$ cat config.mk
export PLATFORM = sky130hd
export DESIGN_NAME = adcr_regs
export DESIGN_NICKNAME = d
export VERILOG_FILES = /design/src/pkg/adcr_pkg.sv /design/src/design/adcr_regs.sv /design/src/design/adcr_slot.sv
export VERILOG_INCLUDE_DIRS = /design/src /design/src/pkg
export SDC_FILE = /design/constraint.sdc
export NUM_CORES = 1
export LEC_CHECK = 0
export BUFFER_PORTS_ARGS = -buffer_cell sky130_fd_sc_hd__buf_2
export CORE_ASPECT_RATIO = 1.4
export CORE_MARGIN = 2
export CORE_UTILIZATION = 48
export CTS_CLUSTER_SIZE = 20
export DETAILED_ROUTE_END_ITERATION = 10
export GPL_TIMING_DRIVEN = 0
export PLACE_DENSITY_LB_ADDON = 0.15
export SLEW_MARGIN = 25
export SYNTH_ARGS = -nofsm -noshare
export SYNTH_HDL_FRONTEND = slang
export SYNTH_SLANG_ARGS = --single-unit
$ cat constraint.sdc
create_clock -name aclk -period 1.35 [get_ports aclk]
set_clock_uncertainty 0.05 [all_clocks]
set_input_delay 0.2025 -clock aclk [delete_from_list [all_inputs] [get_ports aclk]]
set_output_delay 0.2025 -clock aclk [all_outputs]
set_load 0.1 [all_outputs]
$ cat src/pkg/adcr_defines.svh
`ifndef ADCR_DEFINES_SVH
`define ADCR_DEFINES_SVH

// ****************************************
// bus geometry
// ****************************************
`define ADCR_ADDR_W 8
`define ADCR_NUM_CH 4
`define ADCR_DATA_W 10

// ****************************************
// register byte offsets
// ****************************************
`define ADCR_OFF_CHAN_EN 8'h10
`define ADCR_OFF_CHAN_DIS 8'h14
`define ADCR_OFF_CHAN_STAT 8'h18
`define ADCR_OFF_STATUS 8'h1c
`define ADCR_OFF_LAST 8'h20
`define ADCR_OFF_IRQ_EN 8'h24
`define ADCR_OFF_IRQ_DIS 8'h28
`define ADCR_OFF_IRQ_MASK 8'h2c
`define ADCR_OFF_CHAN_RES 8'h30
`define ADCR_CHAN_RES_MASK 8'hf0
`define ADCR_CHAN_STRIDE 8'h04

// ****************************************
// field layout and reset values
// ****************************************
`define ADCR_IRQ_VALID 32'h000f0f0f
`define ADCR_RST_MASK 32'h00000000
`define ADCR_RST_CHAN_EN 4'h0

// ****************************************
// bus answers
// ****************************************
`define ADCR_RESP_OKAY 2'h0
`define ADCR_RESP_SLVERR 2'h2

`endif

$ cat src/pkg/adcr_pkg.sv
`include "adcr_defines.svh"

package adcr_pkg;

  typedef logic [`ADCR_DATA_W-1:0] adcr_data_t;

  // one finished conversion from the converter core
  typedef struct packed {
    logic valid;
    logic [1:0] chan;
    adcr_data_t data;
  } adcr_conv_t;

  // shared layout of status, enable, disable and mask
  typedef struct packed {
    logic [11:0] rsv_hi;
    logic rx_buffers_full;
    logic rx_count_done;
    logic any_overrun;
    logic result_ready;
    logic [3:0] rsv_b;
    logic [3:0] chan_overrun;
    logic [3:0] rsv_a;
    logic [3:0] conv_done;
  } adcr_irq_bits_t;

endpackage : adcr_pkg
$ cat src/design/adcr_regs.sv
// What this block does
// - each finished result goes to last-result bits 9:0 and holds until the next.
// - a channel result register loads only while its channel is enabled, then holds.
// - a one written to interrupt-enable sets that mask bit; zeros do nothing.
// - a one written to interrupt-disable clears that mask bit; zeros do nothing.
// - the mask register reads one for each enabled interrupt source.
// - enable, disable, mask share one layout: done 0-3, overrun 8-11, 16-19 singles.
// - result-ready sets on any finished conversion, clears on a last-result read.
// - channel overrun sets on an unread result replaced, clears on a status read.
// - conversion-done reads one only while enabled and its conversion completed.
`timescale 1ns/10ps
`include "adcr_defines.svh"

module adcr_regs (
  // clock and reset
  input wire logic aclk,
  input wire logic aresetn,
  // axi4-lite write address and data
  input wire logic [`ADCR_ADDR_W-1:0] awaddr,
  input wire logic [2:0] awprot,
  input wire logic awvalid,
  output logic awready,
  input wire logic [31:0] wdata,
  input wire logic [3:0] wstrb,
  input wire logic wvalid,
  output logic wready,
  // axi4-lite write response
  output logic [1:0] bresp,
  output logic bvalid,
  input wire logic bready,
  // axi4-lite read
  input wire logic [`ADCR_ADDR_W-1:0] araddr,
  input wire logic [2:0] arprot,
  input wire logic arvalid,
  output logic arready,
  output logic [31:0] rdata,
  output logic [1:0] rresp,
  output logic rvalid,
  input wire logic rready,
  // converter core, same clock
  input wire adcr_pkg::adcr_conv_t conv,
  input wire logic rx_count_done_in,
  input wire logic rx_buffers_full_in,
  // to converter core and interrupt controller
  output logic [`ADCR_NUM_CH-1:0] chan_enable,
  output logic irq
);

  // ****************************************
  // write channel
  // ****************************************
  logic aw_full_q, w_full_q, awready_q, wready_q, bvalid_q;
  logic aw_full_d, w_full_d, awready_d, wready_d, bvalid_d;
  logic [`ADCR_ADDR_W-1:0] aw_addr_q;
  logic [31:0] w_data_q;
  logic [3:0] w_strb_q;
  logic [1:0] bresp_q;
  logic aw_take, w_take, do_write;

  assign aw_take = awvalid && awready_q;
  assign w_take = wvalid && wready_q;
  assign do_write = aw_full_q && w_full_q && !bvalid_q;

  // address and data may land in either order; the write fires once both are held
  always_comb begin
    aw_full_d = do_write ? 1'b0 : (aw_full_q || aw_take);
    w_full_d = do_write ? 1'b0 : (w_full_q || w_take);
    bvalid_d = do_write || (bvalid_q && !bready);
    awready_d = !aw_full_d && !bvalid_d;
    wready_d = !w_full_d && !bvalid_d;
  end

  always_ff @(posedge aclk) begin
    if (!aresetn) begin
      aw_full_q <= 1'b0;
      w_full_q <= 1'b0;
      bvalid_q <= 1'b0;
      awready_q <= 1'b0;
      wready_q <= 1'b0;
    end else begin
      aw_full_q <= aw_full_d;
      w_full_q <= w_full_d;
      bvalid_q <= bvalid_d;
      awready_q <= awready_d;
      wready_q <= wready_d;
    end
  end

  always_ff @(posedge aclk) begin
    if (!aresetn) begin
      aw_addr_q <= '0;
      w_data_q <= '0;
      w_strb_q <= '0;
    end else begin
      if (aw_take) begin
        aw_addr_q <= {awaddr[`ADCR_ADDR_W-1:2], 2'h0};
      end
      if (w_take) begin
        w_data_q <= wdata;
        w_strb_q <= wstrb;
      end
    end
  end

  // ****************************************
  // write decode
  // ****************************************
  logic [31:0] wval;
  logic wr_chen, wr_chdis, wr_status, wr_ien, wr_idis, wr_known, wr_ro;
  adcr_pkg::adcr_irq_bits_t w1_bits;

  assign wval = w_data_q & {{8{w_strb_q[3]}}, {8{w_strb_q[2]}}, {8{w_strb_q[1]}}, {8{w_strb_q[0]}}};
  assign w1_bits = adcr_pkg::adcr_irq_bits_t'(wval & `ADCR_IRQ_VALID);
  assign wr_chen = do_write && aw_addr_q == `ADCR_OFF_CHAN_EN;
  assign wr_chdis = do_write && aw_addr_q == `ADCR_OFF_CHAN_DIS;
  assign wr_status = do_write && aw_addr_q == `ADCR_OFF_STATUS;
  assign wr_ien = do_write && aw_addr_q == `ADCR_OFF_IRQ_EN;
  assign wr_idis = do_write && aw_addr_q == `ADCR_OFF_IRQ_DIS;
  // read-only registers take writes silently
  assign wr_ro = aw_addr_q == `ADCR_OFF_CHAN_STAT || aw_addr_q == `ADCR_OFF_LAST ||
                 aw_addr_q == `ADCR_OFF_IRQ_MASK ||
                 (aw_addr_q & `ADCR_CHAN_RES_MASK) == `ADCR_OFF_CHAN_RES;
  assign wr_known = wr_ro || aw_addr_q == `ADCR_OFF_CHAN_EN || aw_addr_q == `ADCR_OFF_CHAN_DIS ||
                    aw_addr_q == `ADCR_OFF_STATUS || aw_addr_q == `ADCR_OFF_IRQ_EN ||
                    aw_addr_q == `ADCR_OFF_IRQ_DIS;

  always_ff @(posedge aclk) begin
    if (!aresetn) begin
      bresp_q <= `ADCR_RESP_OKAY;
    end else if (do_write) begin
      bresp_q <= wr_known ? `ADCR_RESP_OKAY : `ADCR_RESP_SLVERR;
    end
  end

  // ****************************************
  // read channel
  // ****************************************
  logic ar_take, arready_q, rvalid_q, rvalid_d;
  logic [`ADCR_ADDR_W-1:0] ar_word;
  logic [31:0] rdata_q, rd_val;
  logic [1:0] rresp_q;
  logic rd_ok, rd_last, rd_status, chan_hit;
  logic [`ADCR_NUM_CH-1:0] rd_chan;

  assign ar_take = arvalid && arready_q;
  assign ar_word = {araddr[`ADCR_ADDR_W-1:2], 2'h0};
  assign rvalid_d = ar_take || (rvalid_q && !rready);
  assign rd_last = ar_take && ar_word == `ADCR_OFF_LAST;
  assign rd_status = ar_take && ar_word == `ADCR_OFF_STATUS;
  assign chan_hit = (ar_word & `ADCR_CHAN_RES_MASK) == `ADCR_OFF_CHAN_RES;

  always_ff @(posedge aclk) begin
    if (!aresetn) begin
      arready_q <= 1'b0;
      rvalid_q <= 1'b0;
    end else begin
      arready_q <= !rvalid_d;
      rvalid_q <= rvalid_d;
    end
  end

  // ****************************************
  // converter state
  // ****************************************
  logic [`ADCR_NUM_CH-1:0] chen_q, done_v, ovr_v;
  adcr_pkg::adcr_data_t last_q;
  adcr_pkg::adcr_data_t chan_data [`ADCR_NUM_CH];
  adcr_pkg::adcr_irq_bits_t mask_q, status_v;
  logic rdy_q, govr_q, rxcd_q, rxbf_q, irq_q;

  always_ff @(posedge aclk) begin
    if (!aresetn) begin
      chen_q <= `ADCR_RST_CHAN_EN;
    end else if (wr_chen) begin
      chen_q <= chen_q | wval[`ADCR_NUM_CH-1:0];
    end else if (wr_chdis) begin
      chen_q <= chen_q & ~wval[`ADCR_NUM_CH-1:0];
    end
  end

  always_ff @(posedge aclk) begin
    if (!aresetn) begin
      last_q <= '0;
    end else if (conv.valid) begin
      last_q <= conv.data;
    end
  end

  // a fresh result wins over a same-cycle read of the last result
  always_ff @(posedge aclk) begin
    if (!aresetn) begin
      rdy_q <= 1'b0;
    end else if (conv.valid) begin
      rdy_q <= 1'b1;
    end else if (rd_last || (wr_status && w1_bits.result_ready)) begin
      rdy_q <= 1'b0;
    end
  end

  // general overrun: last result replaced before anyone read it
  always_ff @(posedge aclk) begin
    if (!aresetn) begin
      govr_q <= 1'b0;
    end else if (conv.valid && rdy_q) begin
      govr_q <= 1'b1;
    end else if (rd_status || (wr_status && w1_bits.any_overrun)) begin
      govr_q <= 1'b0;
    end
  end

  // receive-transfer levels are owned by the transfer counters elsewhere
  always_ff @(posedge aclk) begin
    if (!aresetn) begin
      rxcd_q <= 1'b0;
      rxbf_q <= 1'b0;
    end else begin
      rxcd_q <= rx_count_done_in;
      rxbf_q <= rx_buffers_full_in;
    end
  end

  for (genvar i = 0; i < `ADCR_NUM_CH; i++) begin : g_chan
    assign rd_chan[i] = ar_take && ar_word == 8'(`ADCR_OFF_CHAN_RES + `ADCR_CHAN_STRIDE * i);
    adcr_slot #(.DATA_W(`ADCR_DATA_W)) u_slot (
      .aclk(aclk),
      .aresetn(aresetn),
      .load(conv.valid && conv.chan == 2'(i) && chen_q[i]),
      .data(conv.data),
      .enabled(chen_q[i]),
      .res_read(rd_chan[i]),
      .status_read(rd_status),
      .done_w1c(wr_status && w1_bits.conv_done[i]),
      .ovr_w1c(wr_status && w1_bits.chan_overrun[i]),
      .data_q(chan_data[i]),
      .done_q(done_v[i]),
      .ovr_q(ovr_v[i])
    );
  end

  // ****************************************
  // interrupt mask and status view
  // ****************************************
  always_ff @(posedge aclk) begin
    if (!aresetn) begin
      mask_q <= adcr_pkg::adcr_irq_bits_t'(`ADCR_RST_MASK);
    end else if (wr_ien) begin
      mask_q <= mask_q | w1_bits;
    end else if (wr_idis) begin
      mask_q <= mask_q & ~w1_bits;
    end
  end

  always_comb begin
    status_v = '0;
    status_v.conv_done = done_v & chen_q;
    status_v.chan_overrun = ovr_v;
    status_v.result_ready = rdy_q;
    status_v.any_overrun = govr_q;
    status_v.rx_count_done = rxcd_q;
    status_v.rx_buffers_full = rxbf_q;
  end

  always_ff @(posedge aclk) begin
    if (!aresetn) begin
      irq_q <= 1'b0;
    end else begin
      irq_q <= |(status_v & mask_q);
    end
  end

  // ****************************************
  // read mux
  // ****************************************
  // write-only registers read as zero with an okay answer
  always_comb begin
    rd_val = '0;
    rd_ok = 1'b1;
    if (chan_hit) begin
      rd_val = 32'(chan_data[ar_word[3:2]]);
    end else begin
      case (ar_word)
        `ADCR_OFF_CHAN_STAT: rd_val = 32'(chen_q);
        `ADCR_OFF_STATUS: rd_val = status_v;
        `ADCR_OFF_LAST: rd_val = 32'(last_q);
        `ADCR_OFF_IRQ_MASK: rd_val = mask_q;
        `ADCR_OFF_CHAN_EN, `ADCR_OFF_CHAN_DIS, `ADCR_OFF_IRQ_EN, `ADCR_OFF_IRQ_DIS: rd_val = '0;
        default: rd_ok = 1'b0;
      endcase
    end
  end

  always_ff @(posedge aclk) begin
    if (!aresetn) begin
      rdata_q <= '0;
      rresp_q <= `ADCR_RESP_OKAY;
    end else if (ar_take) begin
      rdata_q <= rd_val;
      rresp_q <= rd_ok ? `ADCR_RESP_OKAY : `ADCR_RESP_SLVERR;
    end
  end

  assign awready = awready_q;
  assign wready = wready_q;
  assign bvalid = bvalid_q;
  assign bresp = bresp_q;
  assign arready = arready_q;
  assign rvalid = rvalid_q;
  assign rdata = rdata_q;
  assign rresp = rresp_q;
  assign chan_enable = chen_q;
  assign irq = irq_q;
endmodule : adcr_regs

$ cat src/design/adcr_slot.sv
`timescale 1ns/10ps
`include "adcr_defines.svh"

module adcr_slot #(
  parameter int DATA_W = `ADCR_DATA_W
) (
  // clock and reset
  input wire logic aclk,
  input wire logic aresetn,
  // capture side
  input wire logic load,
  input wire logic [DATA_W-1:0] data,
  input wire logic enabled,
  // software side
  input wire logic res_read,
  input wire logic status_read,
  input wire logic done_w1c,
  input wire logic ovr_w1c,
  // held state
  output logic [DATA_W-1:0] data_q,
  output logic done_q,
  output logic ovr_q
);

  always_ff @(posedge aclk) begin
    if (!aresetn) begin
      data_q <= '0;
    end else if (load) begin
      data_q <= data;
    end
  end

  // a done flag means nothing once the channel is off
  always_ff @(posedge aclk) begin
    if (!aresetn) begin
      done_q <= 1'b0;
    end else if (load) begin
      done_q <= 1'b1;
    end else if (res_read || done_w1c || !enabled) begin
      done_q <= 1'b0;
    end
  end

  // set wins over a status read in the same cycle
  always_ff @(posedge aclk) begin
    if (!aresetn) begin
      ovr_q <= 1'b0;
    end else if (load && done_q) begin
      ovr_q <= 1'b1;
    end else if (status_read || ovr_w1c) begin
      ovr_q <= 1'b0;
    end
  end
endmodule : adcr_slot

# --- Word-level counts from Yosys, hierarchy flattened ---
# Index checks and enable logic that the tools add are counted.
word_totals:
  register_bits: 171
  latch_bits: 0
  ramBits: 0
  mem_bits_ro: 0
  input_bits: 80
  output_inout_bits: 46
  elab_cells: 207
  mem_count: 0
op_classes:
  addsub: 0
  n_mul: 0
  div: 0
  magnitude_cmp: 1
  n_eq_ne: 25
  shift: 0
  mux: 35
  bitwise: 10
  reduce_logical: 95
op_table:
  columns: ["op", "n"]
  rows:
  - ["$pmux W32 S4", 1]
  - ["$mux W32", 3]
  - ["$eq A6 B4 Y1 const B", 12]
  - ["$eq A6 B3 Y1 const B", 8]
  - ["$logic_and A1 B1 Y1", 43]
  - ["$and A20 B32 Y32", 1]
  - ["$and A32 B32 Y32", 1]
  - ["$not A20 Y32", 1]
  - ["$or A32 B20 Y32", 1]
  - ["$reduce_or A32 Y1", 1]
  - ["$logic_or A1 B1 Y1", 26]
  - ["$mux W1", 24]
  - ["$reduce_bool A2 Y1", 12]
  - ["$and A20 B20 Y20", 1]
  - ["$bmux W10 S2", 1]
  - ["$mux W10", 2]
  - ["$logic_not A1 Y1", 11]
  - ["$and A4 B4 Y4", 2]
  - ["$eq A4 B2 Y1 const B", 2]
  - ["$mux W4", 2]
  - ["$reduce_or A8 Y1", 1]
  - ["$eq A2 B2 Y1 const B", 2]
  - ["$mux W2", 2]
  - ["$not A4 Y4", 1]
  - ["5 further kinds", 5]

# --- Depth between registers and ports, before layout ---
# Gate-level depths: netlist of the first run.
logic_depth:
  ltp_word: 10
  ltp_mapped: 7

# --- Hierarchy ---
# A second synthesis of the first run with hierarchy kept.
unflattened:
  cells_unflattened: 578
  hier_area_um2: 5562.8
modules_own_cells:
  columns: ["mod", "n_inst", "cells_per_inst", "area_each_um2", "seq_area_each_um2"]
  rows:
  - ["adcr_regs", 1, 422, 3741.1, 1541.5]
  - ["adcr_slot", 4, 39, 455.4, 240.2]

# --- Worst setup path before layout of the first run ---
# No wires, ideal clock.
synth_path:
  path_type: "reg2reg"
  from: "reg arready_q, in the netlist arready"
  to: "reg rdata_q[10], in the netlist rdata[10]"
  setup_ps: 62
  arrival_ps: 1955
  required_ps: 1238
  slack_ps: -718
  stages_incl_launch_ff: 5
  path_buffers: 0
  period_less_slack_ps: 2068
  path_cell_list: "dfxtp_1 -> and2_0 -> nand2_1 -> a2111oi_4 -> a22o_1"
synth_via:
  elab_chain_cells: 1
synth_rtl:
  columns: ["element", "line_no", "source"]
  rows:
  - ["start: declaration", "adcr_regs.sv:138", "logic ar_take, arready_q, rvalid_q, rvalid_d;"]
  - ["start signal: assignment", "adcr_regs.sv:157", "arready_q <= !rvalid_d;"]
  - ["$logic_and A1 B1 Y1", "adcr_regs.sv:145", "assign ar_take = arvalid && arready_q;"]
  - ["end signal: assignment", "adcr_regs.sv:297", "rdata_q <= rd_val;"]
  - ["end: declaration", "adcr_regs.sv:140", "logic [31:0] rdata_q, rd_val;"]
# Every way passes these cells.
# A chain may end at the register's enable or synchronous reset.

==> qor.yml, run 1 <==
pwr:
  p_leak_nw: 2.813
  total_power_density_per_cell_area_nw_per_um2: 1326
  ir_worst_vdd_mv: 1.038
global_route:
  largest_net_degree_at_the_start_of_global_routing: 17
  global_route.usage.total: 0.2665
  grt_pass1_vias: 4931
  grt_pass1_wl_mm: 24.78
  antenna_found_initial: 0
  globalRouteOverflowTotal: 0
synth:
  ys_ff_latch: 125
  post-synth-top-area-fraction: 0.4648
  mappedNetlistArea_um2: 5384
  synth_seq_area_share: 0.4648
  synth-warning-count: 0
  synthDistinctLibCells: 51
  synth_enable_flop_cells: 0
  synth.top_cells.by_area: "sky130_fd_sc_hd__dfxtp_1 (46%), sky130_fd_sc_hd__nand2_1 (9.6%), sky130_fd_sc_hd__a21oi_1 (7.0%)"
  ys.flop_type: "sky130_fd_sc_hd__dfxtp_1"
  asyncSetResetFlopFracSynth: 0
  post_synth_inst_count: 621
  synth.largest_area_cell: "sky130_fd_sc_hd__dfxtp_1"
  synth_area_per_cell_um2: 8.670
floorplan:
  coreArea_um2: 10870
  initial_utilization: 0.4955
  placementRows: 45
  fp.dieH_um: 129.3
  die-area_um2: 12090
  io_pins: 126
  die_w_um: 93.51
worst_setup_path:
  max_stage_delay_ns: 0.44
  crit_arrival_ns: 1.80
  cell_by_cell_listing_of_the_critical_path: "and3b_2, nand4b_1, or3_1, a21oi_1"
  worst_setup_path_end_kind: "flop"
  crit_path_top_delay_cell: "sky130_fd_sc_hd__or3_1"
  timing.critical_path.required_ns: 1.62
  critical_path_peak_fanout: 7
  crit_type: "flop to flop"
  cp-start-kind: "flop"
timing:
  setup_total_negative_slack_ns: -1.331
  unrepaired_setup_endpoints_after_global_routing: "true"
  setup_slack_ns: -0.1834
  worstMarginPinSlew_ns: 0.7543
  timing.hold.ws_ns: -0.002157
  finalHoldViolCount: 1
  period_minus_slack_ns: 1.533
  slew_violations: 0
  max-slew-margin-rel: 0.4971
  period_share: 1.136
  max_freq_mhz: 652.2
  report.final.setup_viol: 24
placement:
  routabilityCongestion: 0.9193
  pre_cts_slack_ns: -0.3608
  placed_cells: 851
  detailed_place.area_um2: 6046
  post-dp-hpwl_mm: 10.90
  port_buffers: 72
finish:
  most_common_library_cell_in_the_layout_ignoring_fill_and_taps: "sky130_fd_sc_hd__nand2_1"
  final.fill_count: 911
  final_net_count: 843
  mostFrequentLayoutCells: "sky130_fd_sc_hd__nand2_1 (137), sky130_fd_sc_hd__dfxtp_1 (100), sky130_fd_sc_hd__a21oi_1 (74)"
  multi_input_comb_area_um2: 2678
  antenna_diode_count: 0
  areaGrowthSynthToFinish_pct: 35.44
  drive_above_1_share: 0.2955
  finish.cell_count_without_fillers: 916
  regArea_um2: 2556
  stdcell_area_um2: 7292
detailed_routing:
  drtPass1Iterations: 5
  dr_total_vias: 5110
  totalWireLength_mm: 15.88
  drcViolationCount: 0
  routed_wire_length_per_instance_um: 17.34
  drt_iter0_drc: 299
  final_antenna_net_count: 0
  via_per_inst: 5.579
clock_tree:
  h-tree-depth: 4
  cts_inserted_buffers: 17
  tritoncts_clock_tree: "yes"
  clock_sinks: 125
  clk-insertion-delay-late_ns: 0.41
  clock_root_buffer: "sky130_fd_sc_hd__clkbuf_16"
  cts_buffer_depth: 2
  clock_pin_slew_worst_setup_and_hold_paths_ns: 0.05
hold_path:
  min_path_type: "input port to flop"
status:
  status: "complete, but fails checks"
  failed_checks: "hold timing, setup timing"
run:
  number_of_maximum_capacitance_constraint_violations: 0
## synth_stat cells, drive strengths merged (3+ instances only)
master and instances:
nand2 138, dfxtp 125, a21oi 75, buf 46
o21ai 37, nand3 21, nor2 21, a22o 20
clkbuf 19, o211ai 13, mux2i 11, mux4 9
nand4 8, and2 7, o22ai 7, a221oi 6
a31oi 5, a211oi 4, a32oi 4, and3 4
nand2b 4, or3 4, nand3b 3, nand4b 3
nor3 3, nor3b 3
## worst max-delay path, delay by kind of cell, from the launching register on
family	cells	cell delay [ns]
AO/OA/AOI/OAI	1	0.13
flip-flops	1	0.34
AND/OR/NAND/NOR	3	0.92
## where the power goes
part           switching [mW]  internal, mW  total [mW]
combinational           0.762         0.309        1.07
sequential             0.0589          3.77        3.83
clock                    1.59          3.18        4.77
## worst paths after layout
path | cells after the start | endpoint | startpoint | slack [ns]
worst min-delay path | 3 | aw_addr_q[3] | awaddr[3] | -0.002
worst max-delay path | 4 | flop | bvalid | -0.18
worst max register to register | 4 | flop | bvalid | -0.18
worst min register to register | 2 | g_chan[1].u_slot.data_q[3] | g_chan[1].u_slot.data_q[3] | 0.40
## layout make-up
type,count,area share
Clock inverter,6,0.01441
Buffer,60,0.05388
Tap cell,141,0.02419
Clock buffer,25,0.07069
Inverter,1,0.0005148
Multi-Input combinational cell,447,0.3672
Timing Repair Buffer,111,0.1186
Sequential cell,125,0.3505
## logic make-up (layout without fill, tap and decap cells)
family / Yosys count / after routing / share of synthesized area
and+or+nand+nor: 233 / 233 / 0.2033
AOI/OAI and AO/OA: 175 / 175 / 0.2029
other: 1 / 18 / 0.0006965
DFF: 125 / 125 / 0.4648
buffers and inverters: 66 / 203 / 0.06809
muxes: 21 / 21 / 0.06019
## metal layers
metal  vias to the layer above  routed length, µm  GRT usage
met5                         -                  0          0
met4                         0                446     0.1029
met3                        34                839    0.05174
met2                       173               8525     0.4947
met1                      2433               6070     0.2972
li1                       2470                  -          -
## per-stage QoR
stage,power (mW),util
after CTS,9.669,0.6510
after floorplan,4.657,-
final,9.670,0.6710
after global routing,9.947,0.6710
after global placement,4.882,0.5564
after detailed placement,4.894,0.5564
## repair_timing
item	4_1_cts	5_1_grt
cloned	0	2
pin swaps	4	12
hold buffers	22	0
hold endpoints to repair	22	0
resized for setup	61	48
buffers inserted	4	11
setup endpoints to repair	88	65
(Power assumes the default switching activity.)
==> inputs of run 2 (changes only) <==
--- a/config.mk
+++ b/config.mk
@@ -14,6 +14,7 @@
 export DETAILED_ROUTE_END_ITERATION = 10
 export GPL_TIMING_DRIVEN = 0
 export PLACE_DENSITY_LB_ADDON = 0.15
+export REMOVE_ABC_BUFFERS = 1
 export SLEW_MARGIN = 25
 export SYNTH_ARGS = -nofsm -noshare
 export SYNTH_HDL_FRONTEND = slang
==> run 2 against run 1 <==
The run ends with setup timing left. Cell count decreased by 5.5%. Hold slack improved by 0.024 ns. Critical path depth increased by 1. Largest cell class unchanged. Global-route usage decreased by 1.4 points. Setup slack improved by 0.13 ns. Sequential share of layout area increased by 1.1 points. Register-to-register slack improved by 0.13 ns. Clock-buffer cell count decreased by 8.
==> qor.yml, run 2 (synthesis gave the netlist of run 1 again) <==
worst_setup_path:
  critical_path_peak_fanout: 7
  worst_r2r_startpoint: "bvalid"
  register_to_register_setup_slack_ns: -0.06
  cp-start-kind: "flop"
  crit_arrival_ns: 1.70
  timing.critical_path.required_ns: 1.64
  crit_type: "flop to flop"
  cp-startpoint: "bvalid"
  crit_path_top_delay_cell: "sky130_fd_sc_hd__dfxtp_2"
  rr_worst_depth: 5
  max_stage_delay_ns: 0.32
  cell_by_cell_listing_of_the_critical_path: "and3b_2, nand4b_1, buf_4, or3_1, a21oi_1"
  worst_setup_path_end_kind: "flop"
detailed_routing:
  totalWireLength_mm: 14.51
  drcViolationCount: 0
  dr_total_vias: 4875
  drt_iter0_drc: 372
  final_antenna_net_count: 0
  via_per_inst: 5.629
  routed_wire_length_per_instance_um: 16.76
  drtPass1Iterations: 5
placement:
  routabilityCongestion: 0.8423
  post-dp-hpwl_mm: 9.258
  port_buffers: 76
  placed_cells: 791
clock_tree:
  tritoncts_clock_tree: "yes"
  clock_sinks: 125
  clock_pin_slew_worst_setup_and_hold_paths_ns: 0.06
  clk-insertion-delay-late_ns: 0.41
  clock_root_buffer: "sky130_fd_sc_hd__clkbuf_16"
  cts_buffer_depth: 2
  cts_inserted_buffers: 17
  h-tree-depth: 4
finish:
  mostFrequentLayoutCells: "sky130_fd_sc_hd__nand2_1 (138), sky130_fd_sc_hd__dfxtp_1 (114), sky130_fd_sc_hd__a21oi_1 (75)"
  drive_above_1_share: 0.2441
  antenna_diode_count: 0
  finish.cell_count_without_fillers: 866
  final_net_count: 792
  most_common_library_cell_in_the_layout_ignoring_fill_and_taps: "sky130_fd_sc_hd__nand2_1"
  areaGrowthSynthToFinish_pct: 29.63
  final_util: 0.6423
floorplan:
  fp.dieH_um: 129.3
  initial_utilization: 0.4955
  die-area_um2: 12090
  io_pins: 126
  coreArea_um2: 10870
  placementRows: 45
  die_w_um: 93.51
global_route:
  global_route.usage.total: 0.2523
  grt_pass1_vias: 4788
  grt_pass1_wl_mm: 23.66
  globalRouteOverflowTotal: 0
  antenna_found_initial: 0
  largest_net_degree_at_the_start_of_global_routing: 66
timing:
  max_freq_mhz: 711.6
  report.final.setup_viol: 10
  unrepaired_setup_endpoints_after_global_routing: "true"
  setup_slack_ns: -0.05524
  period_share: 1.041
  period_minus_slack_ns: 1.405
  slew_violations: 0
  timing.hold.ws_ns: 0.02135
  finalHoldViolCount: 0
  setup_total_negative_slack_ns: -0.2044
pwr:
  ir_worst_vdd_mv: 0.8030
  p_leak_nw: 2.587
  total_power_density_per_cell_area_nw_per_um2: 1377
status:
  status: "complete, but fails checks"
  failed_checks: "setup timing"
run:
  number_of_maximum_capacitance_constraint_violations: 0
hold_path:
  min_path_type: "input port to flop"
[run 2: cell count changes in the layout (fill, tap and decap cells not counted), moves of 4 or more]
cell	change
sky130_fd_sc_hd__buf_1	-8
sky130_fd_sc_hd__buf_2	-8
sky130_fd_sc_hd__buf_4	-25
sky130_fd_sc_hd__clkbuf_1	-8
sky130_fd_sc_hd__clkbuf_2	-6
sky130_fd_sc_hd__clkbuf_8	-6
sky130_fd_sc_hd__clkinv_4	+4
sky130_fd_sc_hd__dfxtp_1	+14
sky130_fd_sc_hd__dfxtp_2	-7
sky130_fd_sc_hd__dfxtp_4	-7
sky130_fd_sc_hd__o21ai_0	+7
sky130_fd_sc_hd__o21ai_2	-5
[run 2: power breakdown]
group	leakage (nW)	internal [mW]	switching [mW]	total [mW]
combinational	1.27	0.279	0.725	1.00
sequential	1.02	3.78	0.0730	3.85
clock	0.299	3.08	1.68	4.75
total	2.59	7.14	2.47	9.61
[run 2: layout make-up]
cell class                      instances  area (µm²)
Clock buffer                           17       425.4
Fill cell                             920        3887
Timing Repair Buffer                  119       970.9
Multi-Input combinational cell        448        2681
Sequential cell                       125        2521
Clock inverter                         15       197.7
Inverter                                1       6.256
Tap cell                              141       176.4
[run 2: worst min path at each step]
stage | startpoint | end | cells past startpoint
finish | conv[3] | g_chan[1].u_slot.data_q[3] | 3
global route | conv[3] | g_chan[0].u_slot.data_q[3] | 3
CTS | conv[3] | g_chan[1].u_slot.data_q[3] | 3
detailed placement | rx_count_done_in | rxcd_q | 2
global placement | rx_count_done_in | rxcd_q | 2
floorplan | aresetn | rxbf_q | 1
[run 2: stage by stage]
step	cell area [µm²]	power, mW	setup slack [ns]
5_1_grt	6979	9.940	-0.1356
2_1_floorplan	5085	4.537	-1.201
3_3_place_gp	5642	4.774	-1.243
3_5_place_dp	5672	4.801	-0.7642
6_report	6979	9.609	-0.05524
4_1_cts	6855	9.637	-0.1245
[run 2: per-layer routing]
layer  global-route usage  wire (µm)  vias to the layer above
met1               0.2898       5724                     2315
met5                    0          0                        -
met4               0.1116        432                        0
met3              0.06221        808                       38
met2               0.4422       7547                      159
li1                     -          -                     2363
[run 2: worst max-delay path, delay by kind of cell, from the launching register on]
family	cells	cell delay, ns
compound gates	1	0.14
buf+inv	1	0.17
simple gates	3	0.64
flops	1	0.32
[run 2: timing repair]
item                       4_1_cts  5_1_grt
hold buffers                    23        0
gates cloned                     1        0
setup buffers                   14        5
gates resized for setup         76       26
pin swaps                       11        5
hold endpoints to repair        23        0
setup endpoints to repair      111       67
==> inputs of run 3 (changes only) <==
--- a/config.mk
+++ b/config.mk
@@ -13,7 +13,7 @@
 export CTS_CLUSTER_SIZE = 20
 export DETAILED_ROUTE_END_ITERATION = 10
 export GPL_TIMING_DRIVEN = 0
-export PLACE_DENSITY_LB_ADDON = 0.15
+export PLACE_DENSITY = 0.79
 export REMOVE_ABC_BUFFERS = 1
 export SLEW_MARGIN = 25
 export SYNTH_ARGS = -nofsm -noshare
==> run 3 against run 2 <==
The run still ends with setup timing left. Sequential share of layout area down 0.12 points. Clock-buffer cell count up 7. Fmax decreased by 7.3%. Final area up 0.39%. Power down 1.6%. Combinational power about the same. Sequential cell count unchanged. Die area unchanged. Global-route usage fell by 0.30 points. Highest routed layer unchanged. Core utilization increased by 0.25 points. Hold slack got worse by 0.017 ns.
==> qor.yml, run 3 (synthesis gave the netlist of run 1 again) <==
worst_setup_path:
  worst_setup_path_end_kind: "flop"
  register_to_register_setup_slack_ns: -0.17
  cp-start-kind: "flop"
  rr_worst_depth: 5
  critical_path_peak_fanout: 4
  timing.rr.end: "g_chan[0].u_slot.done_q"
  crit_arrival_ns: 1.74
  worst_r2r_startpoint: "aw_addr_q[3]"
  timing.critical_path.required_ns: 1.57
  crit_type: "flop to flop"
finish:
  mostFrequentLayoutCells: "sky130_fd_sc_hd__nand2_1 (135), sky130_fd_sc_hd__dfxtp_1 (113), sky130_fd_sc_hd__a21oi_1 (73)"
  most_common_library_cell_in_the_layout_ignoring_fill_and_taps: "sky130_fd_sc_hd__nand2_1"
  stdcell_area_um2: 7007
  final_net_count: 793
  regArea_um2: 2522
  multi_input_comb_area_um2: 2784
  final_util: 0.6448
  final.fill_count: 846
  areaGrowthSynthToFinish_pct: 30.14
  antenna_diode_count: 0
  drive_above_1_share: 0.2652
timing:
  period_minus_slack_ns: 1.516
  unrepaired_setup_endpoints_after_global_routing: "true"
  worstMarginPinSlew_ns: 0.5336
  setup_slack_ns: -0.1663
  setup_total_negative_slack_ns: -2.439
  report.final.setup_viol: 26
  finalHoldViolCount: 0
  max_freq_mhz: 659.5
  slew_violations: 0
  max-slew-margin-rel: 0.6442
  period_share: 1.123
pwr:
  p_leak_nw: 2.593
  power.share.clock: 0.485
  ir_worst_vdd_mv: 1.048
  totalPowerFinal_mw: 9.456
  pwr-share-seq: 0.408
  internal_power_mw: 7.079
  netSwitchingFraction: 0.2513
  netSwitchingPower_mw: 2.376
  pwr-share-comb: 0.107
  total_power_density_per_cell_area_nw_per_um2: 1350
clock_tree:
  clock_root_buffer: "sky130_fd_sc_hd__clkbuf_16"
  clock_sinks: 125
  tritoncts_clock_tree: "yes"
  clk-insertion-delay-late_ns: 0.41
  cts_buffer_depth: 2
  cts_inserted_buffers: 17
  clock_pin_slew_worst_setup_and_hold_paths_ns: 0.05
  h-tree-depth: 4
hold_path:
  hold-path-cell-count: 3
  hold_end: "aw_addr_q[6]"
  min_path_type: "input port to flop"
  hp-start: "awaddr[6]"
global_route:
  globalRouteMet1Util: 0.2697
  use_met2: 0.4477
  grt_pass1_vias: 4960
  globalRouteOverflowTotal: 0
  grt_most_used_layer: "met2"
  largest_net_degree_at_the_start_of_global_routing: 92
  global_route.usage.total: 0.2493
  grt_pass1_wl_mm: 23.45
  antenna_found_initial: 0
  grtUsageMet3: 0.06279
detailed_routing:
  drtPass1Iterations: 5
  routed_wire_length_per_instance_um: 17.73
  drcViolationCount: 0
  dr_total_vias: 5048
  drt_iter0_drc: 543
  totalWireLength_mm: 15.34
  via_per_inst: 5.836
  final_antenna_net_count: 0
floorplan:
  placementRows: 45
  initial_utilization: 0.4955
  die_w_um: 93.51
  coreArea_um2: 10870
  fp.dieH_um: 129.3
  die-area_um2: 12090
  io_pins: 126
status:
  status: "complete, but fails checks"
  failed_checks: "setup timing"
placement:
  detailed_place.area_um2: 5653
  port_buffers: 76
  routabilityCongestion: 0.8312
  post-dp-hpwl_mm: 8.961
  pre_cts_slack_ns: -0.7753
run:
  number_of_maximum_capacitance_constraint_violations: 0
[run 3: metrics by stage]
| stage | std cells | hold WS (ns) |
|---|---|---|
| after global routing | 865 | 0.02625 |
| after global placement | 790 | 0.3577 |
| after detailed placement | 790 | 0.3627 |
| after floorplan | 573 | 0.2742 |
| final | 865 | 0.004336 |
| after CTS | 852 | 0.004456 |
[run 3: critical path: stages, from the launching register on]
cell                      delay, ns
sky130_fd_sc_hd__dfxtp_4       0.38
sky130_fd_sc_hd__nor3b_4       0.24
sky130_fd_sc_hd__nand4_1       0.28
sky130_fd_sc_hd__buf_6         0.24
sky130_fd_sc_hd__o21ai_2       0.11
sky130_fd_sc_hd__o21ai_1       0.09
[run 3: worst max path at each step]
stage	to	startpoint	cells after the start	slack, ns
floorplan	rdata[10]	arready	4	-1.20
global placement	rdata[11]	aresetn	4	-1.17
detailed placement	rdata[19]	aresetn	4	-0.78
CTS	flop	bvalid	5	-0.09
global route	g_chan[0].u_slot.done_q	aw_addr_q[3]	5	-0.21
finish	g_chan[0].u_slot.done_q	aw_addr_q[3]	5	-0.17
[run 3: power by group through the flow]
stage                     clock, mW  combinational, mW  sequential (mW)
final                          4.58               1.01             3.86
after global placement            0              0.857             3.91
after global routing           4.79               1.06             3.87
after floorplan                   0              0.447             4.09
after CTS                      4.61              0.961             3.85
after detailed placement          0              0.876             3.92
[run 3: what timing repair did]
action,CTS,global route
gates resized for setup,84,47
buffers inserted,10,10
hold buffers,21,0
gates cloned,1,3
hold endpoints to repair,21,0
endpoints found under the setup margin,112,40
pin swaps,14,21
[run 3: cell type report]
cell class	instances	area share
multi-input cells	450	0.3973
flip-flops and latches	125	0.3600
repair buffers	118	0.1314
clock buffers	24	0.06875
well taps	141	0.02518
clock inverters	6	0.01571
inverters	1	0.001607
[run 3: metal layers]
metal  up-vias  part of all wire  wire length [µm]
met2       217              0.52              7960
met4         0             0.043               654
met3        53             0.058               890
met5         -                 0                 0
li1       2368                 -                 -
met1      2410              0.38              5832
